--- src/pkg/drive_regs_pkg.sv ---
// What this block does
// - Ready is reported only while the spindle is at speed, the servo is locked and the drive can read, write or seek.
// - Positioning done is set when a seek finishes and is meaningless while busy.
// - Positioning fault is set when a seek fault is seen and is meaningless while busy.
// - The track home flag is set whenever the carriage sits at cylinder zero and is meaningless while busy.
// - Busy stays asserted for the whole time a received command is being executed.
// - The unit unsafe flag is set on a write fault or a drive unsafe condition.
// - The order refused flag is set on a write while idle and not ready (sequence up, restore, fault reset clear it) or on an invalid command code.
// - Cylinder bits 10..8 sit in bits 2..0 of the upper byte with zeros above, bits 7..0 in the lower byte.
// - The address pair carries the target cylinder, the current cylinder or requested parameter data.
// - Bit 10 of the eleven-bit address value is the most significant and bit 0 the least.
// - Writes with selects 00, 01, 10 reach command, target upper and target lower; reads reach status, current upper and current lower.
// - A seek clears ready and sets busy during motion, then sets ready and positioning done.
// - A fault reset clears the positioning fault and unit unsafe flags.
// - A read identifier loads the identifier into the lower current byte and clears ready until sequence up or restore.
package drive_regs_pkg;

  localparam logic [1:0] sel_cmd_status = 2'h0;
  localparam logic [1:0] sel_upper = 2'h1;
  localparam logic [1:0] sel_lower = 2'h2;

  localparam int st_ready = 0;
  localparam int st_pos_done = 1;
  localparam int st_pos_fault = 2;
  localparam int st_home = 3;
  localparam int st_busy = 4;
  localparam int st_unsafe = 5;
  localparam int st_wr_inhibit = 6;
  localparam int st_refused = 7;

  localparam logic [7:0] cmd_seq_up = 8'h01;
  localparam logic [7:0] cmd_seq_down = 8'h02;
  localparam logic [7:0] cmd_restore = 8'h03;
  localparam logic [7:0] cmd_seek = 8'h04;
  localparam logic [7:0] cmd_fault_reset = 8'h05;
  localparam logic [7:0] cmd_read_id = 8'h10;
  localparam logic [7:0] cmd_read_bps = 8'h11;

  localparam logic [10:0] cyl_reset = 11'h000;
  localparam logic [7:0] status_reset = 8'h40;
  // Identifier value is arbitrary.
  localparam logic [7:0] drive_id_value = 8'h5a;
  localparam logic [10:0] bytes_per_sector = 11'h200;

  typedef struct packed {
    logic at_speed;
    logic servo_locked;
    logic can_operate;
    logic motion_done;
    logic motion_fault;
    logic spin_done;
    logic spin_fault;
    logic at_home;
    logic write_fault;
    logic unsafe;
  } mech_status_t;

  typedef struct packed {
    logic seek;
    logic restore;
    logic spin_up;
    logic spin_down;
  } mech_cmd_t;

  typedef enum logic [1:0] {
    idle_s = 2'b00,
    moving_s = 2'b01,
    spinning_s = 2'b11
  } exec_state_t;

endpackage

--- src/design/addr_byte_split.sv ---
`timescale 1ns/1ns
module addr_byte_split (
  input wire logic [10:0] i_value,
  output logic [7:0] o_upper,
  output logic [7:0] o_lower
);
  always_comb
  begin
    o_upper = {5'h00, i_value[10:8]};
    o_lower = i_value[7:0];
  end
endmodule

--- src/design/byte_lane_port.sv ---
`timescale 1ns/1ns
module byte_lane_port (
  input wire logic i_core_clk,
  input wire logic i_sys_rst,
  input wire logic i_unit_select,
  input wire logic i_rd,
  input wire logic i_wr,
  input wire logic i_reg_select_high,
  input wire logic i_reg_select_low,
  input wire logic [7:0] i_host_byte_lines,
  input wire logic [7:0] i_read_data_sel0,
  input wire logic [7:0] i_read_data_sel1,
  input wire logic [7:0] i_read_data_sel2,
  output logic o_write_pulse,
  output logic [1:0] o_write_sel,
  output logic [7:0] o_write_data,
  output logic [7:0] o_host_byte_lines,
  output logic o_host_byte_lines_oe_n
);
  logic wr_prev;
  logic next_wr_prev;
  logic [7:0] next_out;
  logic next_oe_n;
  logic [1:0] sel;

  assign sel = {i_reg_select_high, i_reg_select_low};

  // A write is taken once, on the rising edge of the strobe with unit select.
  always_comb
  begin
    next_wr_prev = i_wr & i_unit_select;
    o_write_pulse = next_wr_prev & ~wr_prev & ~i_rd;
    o_write_sel = sel;
    o_write_data = i_host_byte_lines;
    next_oe_n = ~(i_unit_select & i_rd & ~i_wr);
    unique case (sel)
      drive_regs_pkg::sel_cmd_status: next_out = i_read_data_sel0;
      drive_regs_pkg::sel_upper: next_out = i_read_data_sel1;
      drive_regs_pkg::sel_lower: next_out = i_read_data_sel2;
      default: next_out = 8'h00;
    endcase
  end

  always_ff @(posedge i_core_clk or posedge i_sys_rst)
  begin
    if (i_sys_rst)
    begin
      wr_prev <= 1'b0;
      o_host_byte_lines <= 8'h00;
      o_host_byte_lines_oe_n <= 1'b1;
    end
    else
    begin
      wr_prev <= next_wr_prev;
      o_host_byte_lines <= next_out;
      o_host_byte_lines_oe_n <= next_oe_n;
    end
  end
endmodule

--- src/design/drive_status_cylinder_regs.sv ---
`timescale 1ns/1ns
module drive_status_cylinder_regs (
  input wire logic i_core_clk,
  input wire logic i_sys_rst,
  input wire logic i_unit_select,
  input wire logic i_rd,
  input wire logic i_wr,
  input wire logic i_reg_select_high,
  input wire logic i_reg_select_low,
  input wire logic [7:0] i_host_byte_lines,
  input wire drive_regs_pkg::mech_status_t i_mech,
  input wire logic [7:0] i_head_protect,
  input wire logic [2:0] i_head_sel,
  input wire logic [10:0] i_current_cyl,
  output logic [7:0] o_host_byte_lines,
  output logic o_host_byte_lines_oe_n,
  output drive_regs_pkg::mech_cmd_t o_mech_cmd,
  output logic [10:0] o_target_cyl,
  output logic [7:0] o_command
);
  logic wr_pulse;
  logic [1:0] wr_sel;
  logic [7:0] wr_data;
  logic [7:0] status;
  logic [7:0] cur_upper;
  logic [7:0] cur_lower;

  drive_regs_pkg::exec_state_t state, next_state;
  logic ready, next_ready;
  logic pos_done, next_pos_done;
  logic pos_fault, next_pos_fault;
  logic busy, next_busy;
  logic unsafe, next_unsafe;
  logic refused, next_refused;
  logic seq_up, next_seq_up;
  logic param_mode, next_param_mode;
  logic [10:0] param_value, next_param_value;
  logic [10:0] target, next_target;
  logic [7:0] command, next_command;
  drive_regs_pkg::mech_cmd_t next_mech_cmd;
  logic [10:0] shown_cyl;
  logic wr_inhibit;

  function automatic logic valid_code(input logic [7:0] code);
    valid_code = (code == drive_regs_pkg::cmd_seq_up) ||
      (code == drive_regs_pkg::cmd_seq_down) ||
      (code == drive_regs_pkg::cmd_restore) ||
      (code == drive_regs_pkg::cmd_seek) ||
      (code == drive_regs_pkg::cmd_fault_reset) ||
      (code == drive_regs_pkg::cmd_read_id) ||
      (code == drive_regs_pkg::cmd_read_bps);
  endfunction

  byte_lane_port u_port (
    .i_core_clk(i_core_clk),
    .i_sys_rst(i_sys_rst),
    .i_unit_select(i_unit_select),
    .i_rd(i_rd),
    .i_wr(i_wr),
    .i_reg_select_high(i_reg_select_high),
    .i_reg_select_low(i_reg_select_low),
    .i_host_byte_lines(i_host_byte_lines),
    .i_read_data_sel0(status),
    .i_read_data_sel1(cur_upper),
    .i_read_data_sel2(cur_lower),
    .o_write_pulse(wr_pulse),
    .o_write_sel(wr_sel),
    .o_write_data(wr_data),
    .o_host_byte_lines(o_host_byte_lines),
    .o_host_byte_lines_oe_n(o_host_byte_lines_oe_n)
  );

  // Last requested parameter from a parameter command until sequence up or restore, else current cylinder.
  assign shown_cyl = param_mode ? param_value : i_current_cyl;

  addr_byte_split u_split (
    .i_value(shown_cyl),
    .o_upper(cur_upper),
    .o_lower(cur_lower)
  );

  assign wr_inhibit = ~seq_up | i_head_protect[i_head_sel];

  always_comb
  begin
    status = 8'h00;
    status[drive_regs_pkg::st_ready] = ready & i_mech.at_speed &
      i_mech.servo_locked & i_mech.can_operate;
    status[drive_regs_pkg::st_pos_done] = pos_done;
    status[drive_regs_pkg::st_pos_fault] = pos_fault;
    status[drive_regs_pkg::st_home] = i_mech.at_home;
    status[drive_regs_pkg::st_busy] = busy;
    status[drive_regs_pkg::st_unsafe] = unsafe;
    status[drive_regs_pkg::st_wr_inhibit] = wr_inhibit;
    status[drive_regs_pkg::st_refused] = refused;
  end

  always_comb
  begin
    next_state = state;
    next_ready = ready;
    next_pos_done = pos_done;
    next_pos_fault = pos_fault;
    next_busy = busy;
    next_unsafe = unsafe | i_mech.write_fault | i_mech.unsafe;
    next_refused = refused;
    next_seq_up = seq_up;
    next_param_mode = param_mode;
    next_param_value = param_value;
    next_target = target;
    next_command = command;
    next_mech_cmd = '0;
    unique case (state)
      drive_regs_pkg::idle_s:
      begin
        if (wr_pulse)
        begin
          if (!ready)
            next_refused = 1'b1;
          unique case (wr_sel)
            drive_regs_pkg::sel_upper:
              next_target = {wr_data[2:0], target[7:0]};
            drive_regs_pkg::sel_lower:
              next_target = {target[10:8], wr_data};
            default:
            begin
              next_command = wr_data;
              if (!valid_code(wr_data))
                next_refused = 1'b1;
              else if (wr_data == drive_regs_pkg::cmd_fault_reset)
              begin
                next_pos_fault = 1'b0;
                // A fault seen in the same cycle as the clear still sets.
                next_unsafe = i_mech.write_fault | i_mech.unsafe;
                next_refused = 1'b0;
              end
              else if (wr_data == drive_regs_pkg::cmd_read_id)
              begin
                next_param_mode = 1'b1;
                next_param_value = {3'h0, drive_regs_pkg::drive_id_value};
                next_ready = 1'b0;
              end
              else if (wr_data == drive_regs_pkg::cmd_read_bps)
              begin
                next_param_mode = 1'b1;
                next_param_value = drive_regs_pkg::bytes_per_sector;
                next_ready = 1'b0;
              end
              else if (wr_data == drive_regs_pkg::cmd_seek && ready)
              begin
                next_ready = 1'b0;
                next_busy = 1'b1;
                next_pos_done = 1'b0;
                next_mech_cmd.seek = 1'b1;
                next_state = drive_regs_pkg::moving_s;
              end
              else if (wr_data == drive_regs_pkg::cmd_seek)
                next_refused = 1'b1;
              else if (wr_data == drive_regs_pkg::cmd_seq_down)
              begin
                next_busy = 1'b1;
                next_ready = 1'b0;
                next_mech_cmd.spin_down = 1'b1;
                next_state = drive_regs_pkg::spinning_s;
              end
              else
              begin
                // Restore acts as sequence up when the drive is down.
                next_busy = 1'b1;
                next_ready = 1'b0;
                next_refused = 1'b0;
                next_param_mode = 1'b0;
                next_mech_cmd.restore = seq_up &
                  (wr_data == drive_regs_pkg::cmd_restore);
                next_mech_cmd.spin_up = ~next_mech_cmd.restore;
                next_state = seq_up &
                  (wr_data == drive_regs_pkg::cmd_restore) ?
                  drive_regs_pkg::moving_s : drive_regs_pkg::spinning_s;
              end
            end
          endcase
        end
      end
      drive_regs_pkg::moving_s:
      begin
        if (i_mech.motion_done | i_mech.motion_fault)
        begin
          next_busy = 1'b0;
          next_ready = 1'b1;
          next_pos_done = 1'b1;
          if (i_mech.motion_fault)
            next_pos_fault = 1'b1;
          next_state = drive_regs_pkg::idle_s;
        end
      end
      drive_regs_pkg::spinning_s:
      begin
        if (i_mech.spin_done | i_mech.spin_fault)
        begin
          next_busy = 1'b0;
          if (command == drive_regs_pkg::cmd_seq_down)
            next_seq_up = 1'b0;
          else if (i_mech.spin_fault)
          begin
            next_seq_up = 1'b0;
            next_unsafe = 1'b1;
          end
          else
          begin
            next_seq_up = 1'b1;
            next_ready = 1'b1;
            next_pos_done = 1'b1;
          end
          next_state = drive_regs_pkg::idle_s;
        end
      end
      default: next_state = drive_regs_pkg::idle_s;
    endcase
  end

  always_ff @(posedge i_core_clk or posedge i_sys_rst)
  begin
    if (i_sys_rst)
    begin
      state <= drive_regs_pkg::idle_s;
      ready <= 1'b0;
      pos_done <= 1'b0;
      pos_fault <= 1'b0;
      busy <= 1'b0;
      unsafe <= 1'b0;
      refused <= 1'b0;
      seq_up <= 1'b0;
      param_mode <= 1'b0;
      param_value <= drive_regs_pkg::cyl_reset;
      target <= drive_regs_pkg::cyl_reset;
      command <= 8'h00;
      o_mech_cmd <= '0;
      o_target_cyl <= drive_regs_pkg::cyl_reset;
      o_command <= 8'h00;
    end
    else
    begin
      state <= next_state;
      ready <= next_ready;
      pos_done <= next_pos_done;
      pos_fault <= next_pos_fault;
      busy <= next_busy;
      unsafe <= next_unsafe;
      refused <= next_refused;
      seq_up <= next_seq_up;
      param_mode <= next_param_mode;
      param_value <= next_param_value;
      target <= next_target;
      command <= next_command;
      o_mech_cmd <= next_mech_cmd;
      o_target_cyl <= next_target;
      o_command <= next_command;
    end
  end
endmodule

--- config.mk ---
export PLATFORM = sky130hd
export DESIGN_NAME = drive_status_cylinder_regs
export DESIGN_NICKNAME = d
export VERILOG_FILES = /design/src/pkg/drive_regs_pkg.sv /design/src/design/addr_byte_split.sv /design/src/design/byte_lane_port.sv /design/src/design/drive_status_cylinder_regs.sv
export SDC_FILE = /design/constraint.sdc
export NUM_CORES = 1
export LEC_CHECK = 0
export ABC_AREA = 1
export BUFFER_PORTS_ARGS = -buffer_cell sky130_fd_sc_hd__buf_2
export CORE_ASPECT_RATIO = 2
export CORE_MARGIN = 2
export CORE_UTILIZATION = 40
export DETAILED_ROUTE_END_ITERATION = 12
export PLACE_DENSITY = 0.64
export SYNTH_ARGS = -nofsm -noshare
export SYNTH_HDL_FRONTEND = slang
export SYNTH_HIERARCHICAL = 1
export SYNTH_SLANG_ARGS = --single-unit
--- constraint.sdc ---
create_clock -name i_core_clk -period 2.3 [get_ports i_core_clk]
set_input_delay 0.115 -clock i_core_clk [delete_from_list [all_inputs] [get_ports i_core_clk]]
set_output_delay 0.115 -clock i_core_clk [all_outputs]
set_load 0.01 [all_outputs]
Word-level counts from Yosys, hierarchy flattened. Index checks and enable logic that the tools add are counted.

Equal/unequal tests: 30. Magnitude comparators: 1. Reductions and logical operators: 25. Bitwise gates (word level): 25. Muxes and demuxes: 95.

Operators by type and width (number): $mux W1 (61); $mux W11 (3); $mux W4 (7); $mux W2 (13); $eq A8 B2 Y1 const B (3); $ne A2 B2 Y1 const B (12); $pmux W8 S3 (1); $pmux W11 S2 (1); $reduce_and A10 Y1 (2); $eq A8 B3 Y1 const B (2); $eq A8 B5 Y1 const B (2); $reduce_and A12 Y1 (1); $not A1 Y1 (10); $and A1 B1 Y1 (9); $pmux W1 S3 (3); $reduce_and A9 Y1 (1); $eq A8 B1 Y1 const B (1); $reduce_and A4 Y1 (2); $reduce_and A8 Y1 (1); $reduce_and A7 Y1 (1); $logic_or A1 B1 Y1 (6); $mux W3 (2); $ne A3 B1 Y1 const B (2); $ne A3 B3 Y1 const B (2); 17 further kinds (28).

Bits in registers: 54. Logic and storage cells: 196.

Logic depth before layout (Yosys ltp). Gate-level depths: netlist of the first run.

Word-level depth: 13. Gate-level depth with buffers: 12.

Hierarchy. The synthesis of the first run kept the hierarchy.

By module, submodules not included: drive_status_cylinder_regs (instances 1, area an instance 2147.1 µm², cells each 301, sequential area each 875.8 µm²); byte_lane_port (instances 1, area an instance 538.0 µm², cells each 62, sequential area each 251.5 µm²); addr_byte_split (instances 1, area an instance 123.9 µm², cells each 17, sequential area each 0.0 µm²).

Least setup slack after synthesis of the first run. No wires, ideal clock.

Kind: register -> register. Start point: reg state[0]. End point: reg ready. Period minus slack after synthesis: 1.518 ns. Arrival time: 1.398 ns. Data required time: 2.179 ns. Buffers on the path: 1. Cell stages (with the launch flop): 12. Path slack: 0.782 ns. Cell sequence: dfrtp_1 -> inv_1 -> ha_1 -> buf_2 -> nand2_1 -> inv_1 -> nor2_1 -> nand2_1 -> nor2_1 -> nand3_1 -> nand2_1 -> o21ai_1.

Word-level cells in the longest chain between the ends: 3.

Ends and longest elaborated chain: start: declaration (RTL line drive_status_cylinder_regs.sv:28) `drive_regs_pkg::exec_state_t state, next_state;`; start signal: assignment (RTL line drive_status_cylinder_regs.sv:225) `state <= drive_regs_pkg::idle_s;`; start signal: assignment (RTL line drive_status_cylinder_regs.sv:243) `state <= next_state;`; $logic_not A2 Y1, or another cell as far along (RTL line drive_status_cylinder_regs.sv:113) `unique case (state)`; $ne A5 B5 Y1 (no line), or another cell as far along; $reduce_and A10 Y1 (no line); end signal: assignment (RTL line drive_status_cylinder_regs.sv:244) `ready <= next_ready;`; end: declaration (RTL line drive_status_cylinder_regs.sv:29) `logic ready, next_ready;`.

Parallel ways exist; a longest one is shown, timed or not. A chain may end at the register's enable or synchronous reset.

Worst setup path in the final report of the first run.
Start point: reg u_port.wr_prev. End point: reg target[6].

Word-level cells in the longest chain between the ends: 4.

Ends and longest elaborated chain: start: declaration (RTL line byte_lane_port.sv:20) `logic wr_prev;`; start signal: assignment (RTL line byte_lane_port.sv:54) `wr_prev <= next_wr_prev;`; $not A1 Y1 (RTL line byte_lane_port.sv:32) `o_write_pulse = next_wr_prev & ~wr_prev & ~i_rd;`; $and A1 B1 Y1 (2 in a row) (RTL line byte_lane_port.sv:32); net wr_pulse (RTL line drive_status_cylinder_regs.sv:21) `logic wr_pulse;`; $reduce_and A4 Y1 (no line); end signal: assignment (RTL line drive_status_cylinder_regs.sv:235) `target <= drive_regs_pkg::cyl_reset;`; end signal: assignment (RTL line drive_status_cylinder_regs.sv:253) `target <= next_target;`; end: declaration (RTL line drive_status_cylinder_regs.sv:38) `logic [10:0] target, next_target;`.

The timed path passes the listed nets, and every way through them passes these cells.

==> results of run 1 <==
[cell families after synthesis]
logic type	after synthesis	share of synthesized area
and+or+nand+nor	197	0.314
other	1	0.00134
adders and majority gates	7	0.0312
DFF	45	0.401
AOI/OAI and AO/OA	46	0.0953
muxes	1	0.00401
buffers and inverters	83	0.153
[synth_stat cells (all sizes together)]
| master | number | area (um2) |
|---|---|---|
| nand3b | 2 | 15.0 |
| nand3 | 52 | 265 |
| nor2 | 46 | 208 |
| o21ai | 33 | 165 |
| a221o | 1 | 10.0 |
| nor3 | 4 | 30.0 |
| a22o | 1 | 8.76 |
| clkbuf | 4 | 15.0 |
| dfstp | 1 | 26.3 |
| o2111ai | 1 | 8.76 |
| conb | 1 | 3.75 |
| inv | 49 | 184 |
| dfrtp | 44 | 1100 |
| o211ai | 1 | 7.51 |
| buf | 30 | 230 |
| nand2 | 90 | 345 |
| a21oi | 9 | 67.6 |
| ha | 7 | 87.6 |
| nand4 | 3 | 18.8 |
| mux2 | 1 | 11.3 |
[final cells by class]
| type | instances | area share |
|---|---|---|
| Clock buffer | 8 | 0.0449 |
| Inverter | 49 | 0.0564 |
| Multi-Input combinational cell | 256 | 0.389 |
| Sequential cell | 45 | 0.346 |
| Tap cell | 90 | 0.0345 |
| Timing Repair Buffer | 82 | 0.130 |
[per-layer routing]
metal | up-vias | global-route usage | wire length (um)
met5 | - | 0 | 0
met4 | 0 | 0.0774 | 145
met3 | 11 | 0.0293 | 246
met2 | 58 | 0.404 | 4200
met1 | 1186 | 0.196 | 2490
li1 | 1303 | - | -
[cells in the final DEF, fill, tap and decap left out, types with 5 or more instances in the layout]
master,instances
buf_2,78
nand2_1,87
nor2_1,38
clkbuf_16,5
a21oi_1,7
inv_1,44
conb_1,5
o21ai_0,32
ha_1,7
inv_2,5
nor2_2,5
dfrtp_1,44
nand3_1,51
[flip-flops by register name, indices dropped and copies added (netlist names), 2 cells and up]
register                  flops
target                       11
command                       8
u_port/o_host_byte_lines      8
o_mech_cmd                    4
param_value                   2
state                         2
[where the power goes]
| group | leakage, nW | switching, W | internal (W) | total, W |
|---|---|---|---|---|
| Clock | 0.0712 | 0.000279 | 0.000433 | 0.000712 |
| Sequential | 0.582 | 0.000156 | 0.000990 | 0.00115 |
| Combinational | 1.16 | 0.000637 | 0.000408 | 0.00105 |
[metrics by stage]
step           instances  area [um2]
2_1_floorplan        384        2820
3_3_place_gp         521        3100
3_5_place_dp         521        3100
4_1_cts              530        3260
5_1_grt              530        3260
6_report             530        3260
[repair_timing]
| action | 4_1_cts | 5_1_grt |
|---|---|---|
| setup endpoints to repair | 0 | 0 |
| hold buffers | 1 | 0 |
| hold endpoints to repair | 44 | 0 |
[path summary, 6_finish.rpt]
path                                           from                                       to  slack (ns)
max                        u_port/wr_prev$_DFF_PP0_                    target[6]$_DFFE_PP0P_        0.35
min                                   i_unit_select  u_port/o_host_byte_lines_oe_n$_DFF_PP1_       0.004
max reg2reg                u_port/wr_prev$_DFF_PP0_                    target[6]$_DFFE_PP0P_        0.35
min reg2reg                    pos_done$_DFFE_PP0P_                     pos_done$_DFFE_PP0P_        0.48
max in group asynchronous                 i_sys_rst                   param_mode$_DFFE_PP0P_        1.47
min in group asynchronous                 i_sys_rst                 u_port/wr_prev$_DFF_PP0_        0.36
==> results_dict.tcl, run 1 <==
set metrics [dict create \
    htreeDepth 2 \
    crit_chain "nor3_1 -> nand2_1 -> buf_4 -> nor2_1 -> nand3_1 -> nand2_1" \
    cp.required_ns 2.53 \
    gr-total-overflow 0 \
    cp_max_fo 15 \
    fin_tns_setup_ns 0 \
    place_ws_ns 0.387 \
    worst_path_largest_cell_delay_ns 0.49 \
    slew_violations 0 \
    tightest_slew_ns 0.562 \
    fin_util 0.473 \
    design_power_total_w 0.00290 \
    ys_seq_area_frac 0.401 \
    rows 43 \
    multi_input_area_um2 1270 \
    worstSetupStartpointType "flip-flop" \
    cpMostUsedCell "nand2_1" \
    clock_latency_ns 0.29 \
    initial_core_util 0.408 \
    final_nets 493 \
    status "completed" \
    hold_viol 0 \
    clockBufferDepth 2 \
    drt_iter0_drc 123 \
    whs_path_depth 2 \
    wl_um 7080 \
    fp.dieW_um 63.3 \
    ant_nets 0 \
    grt_max_degree 36 \
    path_clk_slew_ns 0.06 \
    slew_headroom 0.622 \
    synth_area_per_cell_um2 7.39 \
    cap_violations 0 \
    antenna_found_initial 0 \
    cts-root-buf "clkbuf_16" \
    worstPathArrival_ns 2.18 \
    ir_worst_vdd_mv 0.479 \
    first_global_vias 2489 \
    drtPass1Iterations 4 \
    io_pins 79 \
    regArea_um2 1130 \
    ys.warnings.count 6 \
    fmaxAchievable_mhz 513 \
    r2r_cells 6 \
    cts_tree "built" \
    hp-class "input pin to flip-flop" \
    drcViolationCount 0 \
    ys_types 30 \
    clock_skew_ns 0.00437 \
    fin_ws_ns 0.349 \
    post_cts_buffers 0 \
    area_growth_syn_to_layout_pct 16.1 \
    crit_family "simple AND/OR/NAND/NOR gates" \
    cts_buffers 5 \
    routabilityCongestion 0.878 \
    coreArea_um2 6890 \
    dr_total_vias 2558 \
    ys_seq_elements 45 \
    slowest_stage "nor3_1" \
    clock-sinks 45 \
    antenna_cells 0 \
    cts_resized 0 \
    port_buffers 78 \
    p_leak_nw 1.81 \
    cp.depth 6 \
    dieHeight_um 123 \
    power_density_nw_per_um2 890 \
    netlist_area_um2 2810 \
    worst_setup_path_end_kind "flip-flop" \
    via_per_inst 4.83 \
    period_share 0.848 \
    worstSetupPathType "flip-flop to flip-flop" \
    fp.dieArea_um2 7750 \
    grt_usage 0.199 \
    wire_per_inst_um 13.4 \
    crit_buf_inv 1 \
    grt_pass1_wl_um 11700 \
    rsz0062_at_grt "false" \
    hpwl_um 5770 \
    period_needed_ns 1.95 \
    synthCells 380 \
    whs_ns 0.00387 \
    setup_viol 0 \
    fillCellCount 748 \
    drive_above_1_share 0.250 \
]
No activity file was read; power rests on OpenSTA's default activity.
==> inputs of run 2 (changes only) <==
clock period = 1.8 ns   (was 2.3 ns; I/O delays follow)
==> run 2 against run 1 <==
Compared with the run above:
- sequential share of layout area fell by 1.1 points
- die area unchanged
- utilization grew 1.6 points
- cell count increased by 1.9%
- routed wire length fell by 0.27%
- combinational power grew 34%
- first-iteration DRC count decreased by 8.9%
- critical path type is now input pin to flip-flop
- largest cell class unchanged
- via count increased by 1.8%
- worst hold slack better by 0.014 ns
- setup slack lost 0.19 ns
==> results_dict.tcl, run 2 (synthesized netlist as in run 1, its figures left out) <==
set metrics [dict create \
    status "completed" \
    clock_skew_ns 0.00406 \
    regArea_um2 1130 \
    antenna_found_initial 0 \
    routabilityCongestion 0.904 \
    port_buffers 78 \
    r2r_cells 9 \
    dieHeight_um 123 \
    fp.dieArea_um2 7750 \
    grt_pass1_wl_um 11600 \
    rows 43 \
    whs_path_depth 3 \
    crit_chain "dlygate4sd3_1 -> buf_2 -> nand2_1 -> nor3_4 -> nand2_2 -> nand2_2 -> inv_1 -> nor2_2 -> nand2_1 -> nor2_1 -> nand3_1 -> nand2_1 -> o21ai_1" \
    ir_worst_vdd_mv 0.607 \
    cap_violations 0 \
    worst_path_largest_cell_delay_ns 0.52 \
    swShare 0.365 \
    p_leak_nw 1.86 \
    period_needed_ns 1.64 \
    initial_core_util 0.408 \
    drtPass1Iterations 4 \
    slew_violations 0 \
    switchingPower_w 0.00138 \
    worstSetupStartpointType "input pin" \
    clockBufferDepth 2 \
    fin_ws_ns 0.160 \
    hpwl_um 5770 \
    whs_ns 0.0179 \
    fin_cells 540 \
    fin_area_um2 3370 \
    multi_input_area_um2 1290 \
    grt_usage 0.193 \
    cp_max_fo 3 \
    final_common_cell "nand2_1" \
    wl_um 7060 \
    io_pins 79 \
    hp-class "input pin to flip-flop" \
    via_per_inst 4.82 \
    clock-sinks 45 \
    grt_max_degree 36 \
    gr-total-overflow 0 \
    final_nets 504 \
    hold_viol 0 \
    cpMostUsedCell "nand2_1" \
    placed_cell_area_um2 3150 \
    setup_viol 0 \
    layout_common_cells "nand2_1 (85), buf_2 (78), nand3_1 (51), dfrtp_1 (44), inv_1 (43)" \
    ant_nets 0 \
    cp.required_ns 1.97 \
    place_ws_ns -0.0304 \
    dr_total_vias 2605 \
    coreArea_um2 6890 \
    path_clk_slew_ns 0.06 \
    drive_above_1_share 0.278 \
    dp.cells 527 \
    area_growth_syn_to_layout_pct 20.0 \
    pwr-share-clk 0.237 \
    first_global_vias 2578 \
    drt_iter0_drc 112 \
    cts_tree "built" \
    worst_setup_path_end_kind "flip-flop" \
    fmaxAchievable_mhz 610 \
    antenna_cells 0 \
    fillCellCount 743 \
    clock_latency_ns 0.28 \
    p_seq_frac 0.388 \
    worstSetupPathType "input pin to flip-flop" \
    htreeDepth 2 \
    drcViolationCount 0 \
    period_share 0.911 \
    wire_per_inst_um 13.1 \
    largestRegisters "target x11, command x8, u_port/o_host_byte_lines x8" \
    cts-root-buf "clkbuf_16" \
    internal-power_w 0.00239 \
    power_density_nw_per_um2 1120 \
    slowest_stage "dlygate4sd3_1" \
    top_register "target" \
    combinationalPowerShare 0.375 \
    cts_buffers 5 \
    largest_register_ffs 11 \
    fin_tns_setup_ns 0 \
    fp.dieW_um 63.3 \
    worstPathArrival_ns 1.81 \
]
-- run 2: area by class of cell --
type                            instances  area share
Tap cell                               90      0.0334
Sequential cell                        45       0.334
Timing Repair Buffer                   93       0.151
Inverter                               49      0.0546
Clock buffer                            7      0.0423
Multi-Input combinational cell        256       0.384
-- run 2: path summary, 6_finish.rpt --
check	start	to	slack (ns)
max in group asynchronous	i_sys_rst	param_value[9]$_DFFE_PP0P_	1.00
worst max register to register	state[0]$_DFFE_PP0P_	ready$_DFFE_PP0P_	0.17
worst min-delay path	i_mech[2]	u_port/o_host_byte_lines[3]$_DFF_PP0_	0.02
worst min register to register	pos_done$_DFFE_PP0P_	pos_done$_DFFE_PP0P_	0.49
min in group asynchronous	i_sys_rst	u_port/o_host_byte_lines[5]$_DFF_PP0_	0.34
worst max-delay path	i_unit_select	ready$_DFFE_PP0P_	0.16
-- run 2: critical path, delay by kind of cell --
family          cells  cell delay (ns)
buf+inv             3             0.70
compound gates      1             0.06
simple gates        9             0.96
-- run 2: power by group through the flow --
stage	Combinational, W	Clock [W]	Sequential, W
CTS	0.00135	0.000918	0.00147
finish	0.00141	0.000893	0.00146
detailed placement	0.00134	0	0.00149
global placement	0.00133	0	0.00148
global route	0.00162	0.000964	0.00149
floorplan	0.000869	0	0.00150
-- run 2: repair_timing --
item                       in CTS  in global routing
setup endpoints to repair       6                 15
gates resized for setup         1                  7
buffers inserted                0                  3
pin swaps                       0                  2
hold endpoints to repair       45                  0
hold buffers                    3                  0
-- run 2: routing by layer --
layer  up-vias  global-route usage  part of all wire
met2        59               0.400              0.60
met3        12              0.0247             0.034
met5         -                   0                 0
met4         0              0.0815             0.023
li1       1317                   -                 -
met1      1217               0.184              0.34
-- run 2: per-stage QoR --
| stage | power, W | utilization |
|---|---|---|
| floorplan | 0.00237 | - |
| global placement | 0.00281 | 0.457 |
| detailed placement | 0.00283 | 0.457 |
| CTS | 0.00374 | 0.483 |
| global route | 0.00408 | 0.489 |
| finish | 0.00376 | 0.489 |
==> inputs of run 3 (changes only) <==
SETUP_SLACK_MARGIN = 0.4   (was unset)
==> run 3 against run 2 <==
Compared with the run above:
- utilization increased by 1.5 points
- non-clock buffer count increased by 1
- worst hold slack got worse by 0.0095 ns
- first-iteration DRC count increased by 6.3%
- clock-buffer cell count increased by 1
- setup slack improved by 0.11 ns
- sequential cell count unchanged
- global-route usage increased by 1.1 points
- critical path depth decreased by 6
- total power increased by 5.3%
- design area increased by 3.2%
- largest power group is now combinational logic
==> results_dict.tcl, run 3 (synthesized netlist as in run 1, its figures left out) <==
set metrics [dict create \
    coreArea_um2 6890 \
    fmaxAchievable_mhz 654 \
    fp.dieArea_um2 7750 \
    regToRegStartpoint "u_port/wr_prev$_DFF_PP0_" \
    cap_violations 0 \
    whs_ns 0.00841 \
    swShare 0.382 \
    cts_tree "built" \
    worstSetupStartpointType "flip-flop" \
    fin_util 0.505 \
    first_global_vias 2693 \
    via_per_inst 4.89 \
    clockBufferDepth 2 \
    top_register "target" \
    worstPathArrival_ns 1.70 \
    rows 43 \
    drt_iter0_drc 119 \
    largestRegisters "target x11, command x8, u_port/o_host_byte_lines x8" \
    crit_path_start "u_port/wr_prev$_DFF_PP0_" \
    hold_viol 0 \
    htreeDepth 2 \
    ant_nets 0 \
    grt_pass1_wl_um 12300 \
    cts-root-buf "clkbuf_16" \
    fin_tns_setup_ns 0 \
    placed_cell_area_um2 3130 \
    grt_usage 0.204 \
    layout_common_cells "buf_2 (78), nand2_1 (77), nand3_1 (51), dfrtp_1 (43), inv_1 (37)" \
    drcViolationCount 0 \
    rsz0062_at_grt "true" \
    cp.required_ns 1.97 \
    final_nets 505 \
    status "completed" \
    cp_max_fo 3 \
    clock-sinks 45 \
    p_seq_frac 0.374 \
    setup_viol 0 \
    period_needed_ns 1.53 \
    dieHeight_um 123 \
    dp.cells 523 \
    worstReg2RegEnd "unsafe$_DFF_PP0_" \
    power_density_nw_per_um2 1140 \
    period_share 0.849 \
    fin_cells 542 \
    io_pins 79 \
    wire_per_inst_um 13.7 \
    worstSetupPathType "flip-flop to flip-flop" \
    wl_um 7410 \
    dr_total_vias 2648 \
    antenna_found_initial 0 \
    path_clk_slew_ns 0.06 \
    fp.dieW_um 63.3 \
    routabilityCongestion 0.902 \
    clock_latency_ns 0.28 \
    clock_skew_ns 0.00376 \
    initial_core_util 0.408 \
    slew_violations 0 \
    internal-power_w 0.00245 \
    grt_max_degree 36 \
    combinationalPowerShare 0.406 \
    endpoint "unsafe$_DFF_PP0_" \
    drive_above_1_share 0.325 \
    cts_buffers 5 \
    port_buffers 78 \
    gr-total-overflow 0 \
    ir_worst_vdd_mv 0.739 \
    worst_setup_path_end_kind "flip-flop" \
    hp-class "input pin to flip-flop" \
    r2r_cells 7 \
    hpwl_um 5750 \
    final_common_cell "buf_2" \
    antenna_cells 0 \
    p_leak_nw 1.89 \
    switchingPower_w 0.00151 \
    area_growth_syn_to_layout_pct 23.8 \
    rrSetupSlack_ns 0.27 \
    pwr-share-clk 0.220 \
    drtPass1Iterations 4 \
    largest_register_ffs 11 \
    fin_area_um2 3480 \
]
## run 3: final cells by class
type                    count  area (um2)
clock buffers               8         136
inverters                  49         186
flip-flops and latches     45        1130
multi-input cells         256        1390
repair buffers             94         523
well taps                  90         113
fillers                   723        3410
## run 3: power groups by stage
| stage | logic, W | registers [W] | clock network, W |
|---|---|---|---|
| 6_report | 0.00161 | 0.00148 | 0.000871 |
| 5_1_grt | 0.00181 | 0.00152 | 0.000944 |
| 3_3_place_gp | 0.00131 | 0.00149 | 0 |
| 2_1_floorplan | 0.000897 | 0.00150 | 0 |
| 3_5_place_dp | 0.00133 | 0.00149 | 0 |
| 4_1_cts | 0.00158 | 0.00149 | 0.000886 |
## run 3: stage by stage
stage / power [W] / setup slack, ns
3_5_place_dp: 0.00282 / 0.117
2_1_floorplan: 0.00240 / 0.382
3_3_place_gp: 0.00280 / 0.123
5_1_grt: 0.00427 / 0.160
4_1_cts: 0.00395 / 0.329
6_report: 0.00396 / 0.272
## run 3: timing repair
item,CTS,global route
endpoints found under the hold margin,45,0
pin swaps,12,2
endpoints found under the setup margin,31,28
gates resized for setup,38,7
gates cloned,0,0
setup buffers,8,1
hold buffers,2,0
## run 3: how the worst min path moves through the flow
| stage | start | endpoint | slack, ns | cells past startpoint |
|---|---|---|---|---|
| after detailed placement | i_sys_rst | u_port/o_host_byte_lines[5]$_DFF_PP0_ | 0.1 | 2 |
| after floorplan | i_sys_rst | u_port/o_host_byte_lines[0]$_DFF_PP0_ | -0.07 | 1 |
| after CTS | i_mech[2] | u_port/o_host_byte_lines[3]$_DFF_PP0_ | 0.01 | 3 |
| after global placement | i_sys_rst | u_port/o_host_byte_lines[5]$_DFF_PP0_ | 0.10 | 2 |
| after global routing | i_wr | u_port/o_host_byte_lines_oe_n$_DFF_PP1_ | 0.02 | 2 |
| final | i_mech[2] | u_port/o_host_byte_lines[3]$_DFF_PP0_ | 0.008 | 3 |
## run 3: worst max-delay path, stage by stage (launching register included)
cell and delay, ns:
dfrtp_1 0.40, nor3_4 0.21, nand2_2 0.09, buf_4 0.16, o21ai_0 0.19, nand3_1 0.13
o21ai_0 0.19, inv_1 0.06
## run 3: layer usage
layer  global-route usage  up-vias  wire length [um]
met5                    0        -                 0
met4                0.122        0               377
met3               0.0284       24               294
met2                0.400       76              4280
met1                0.196     1225              2470
li1                     -     1323                 -
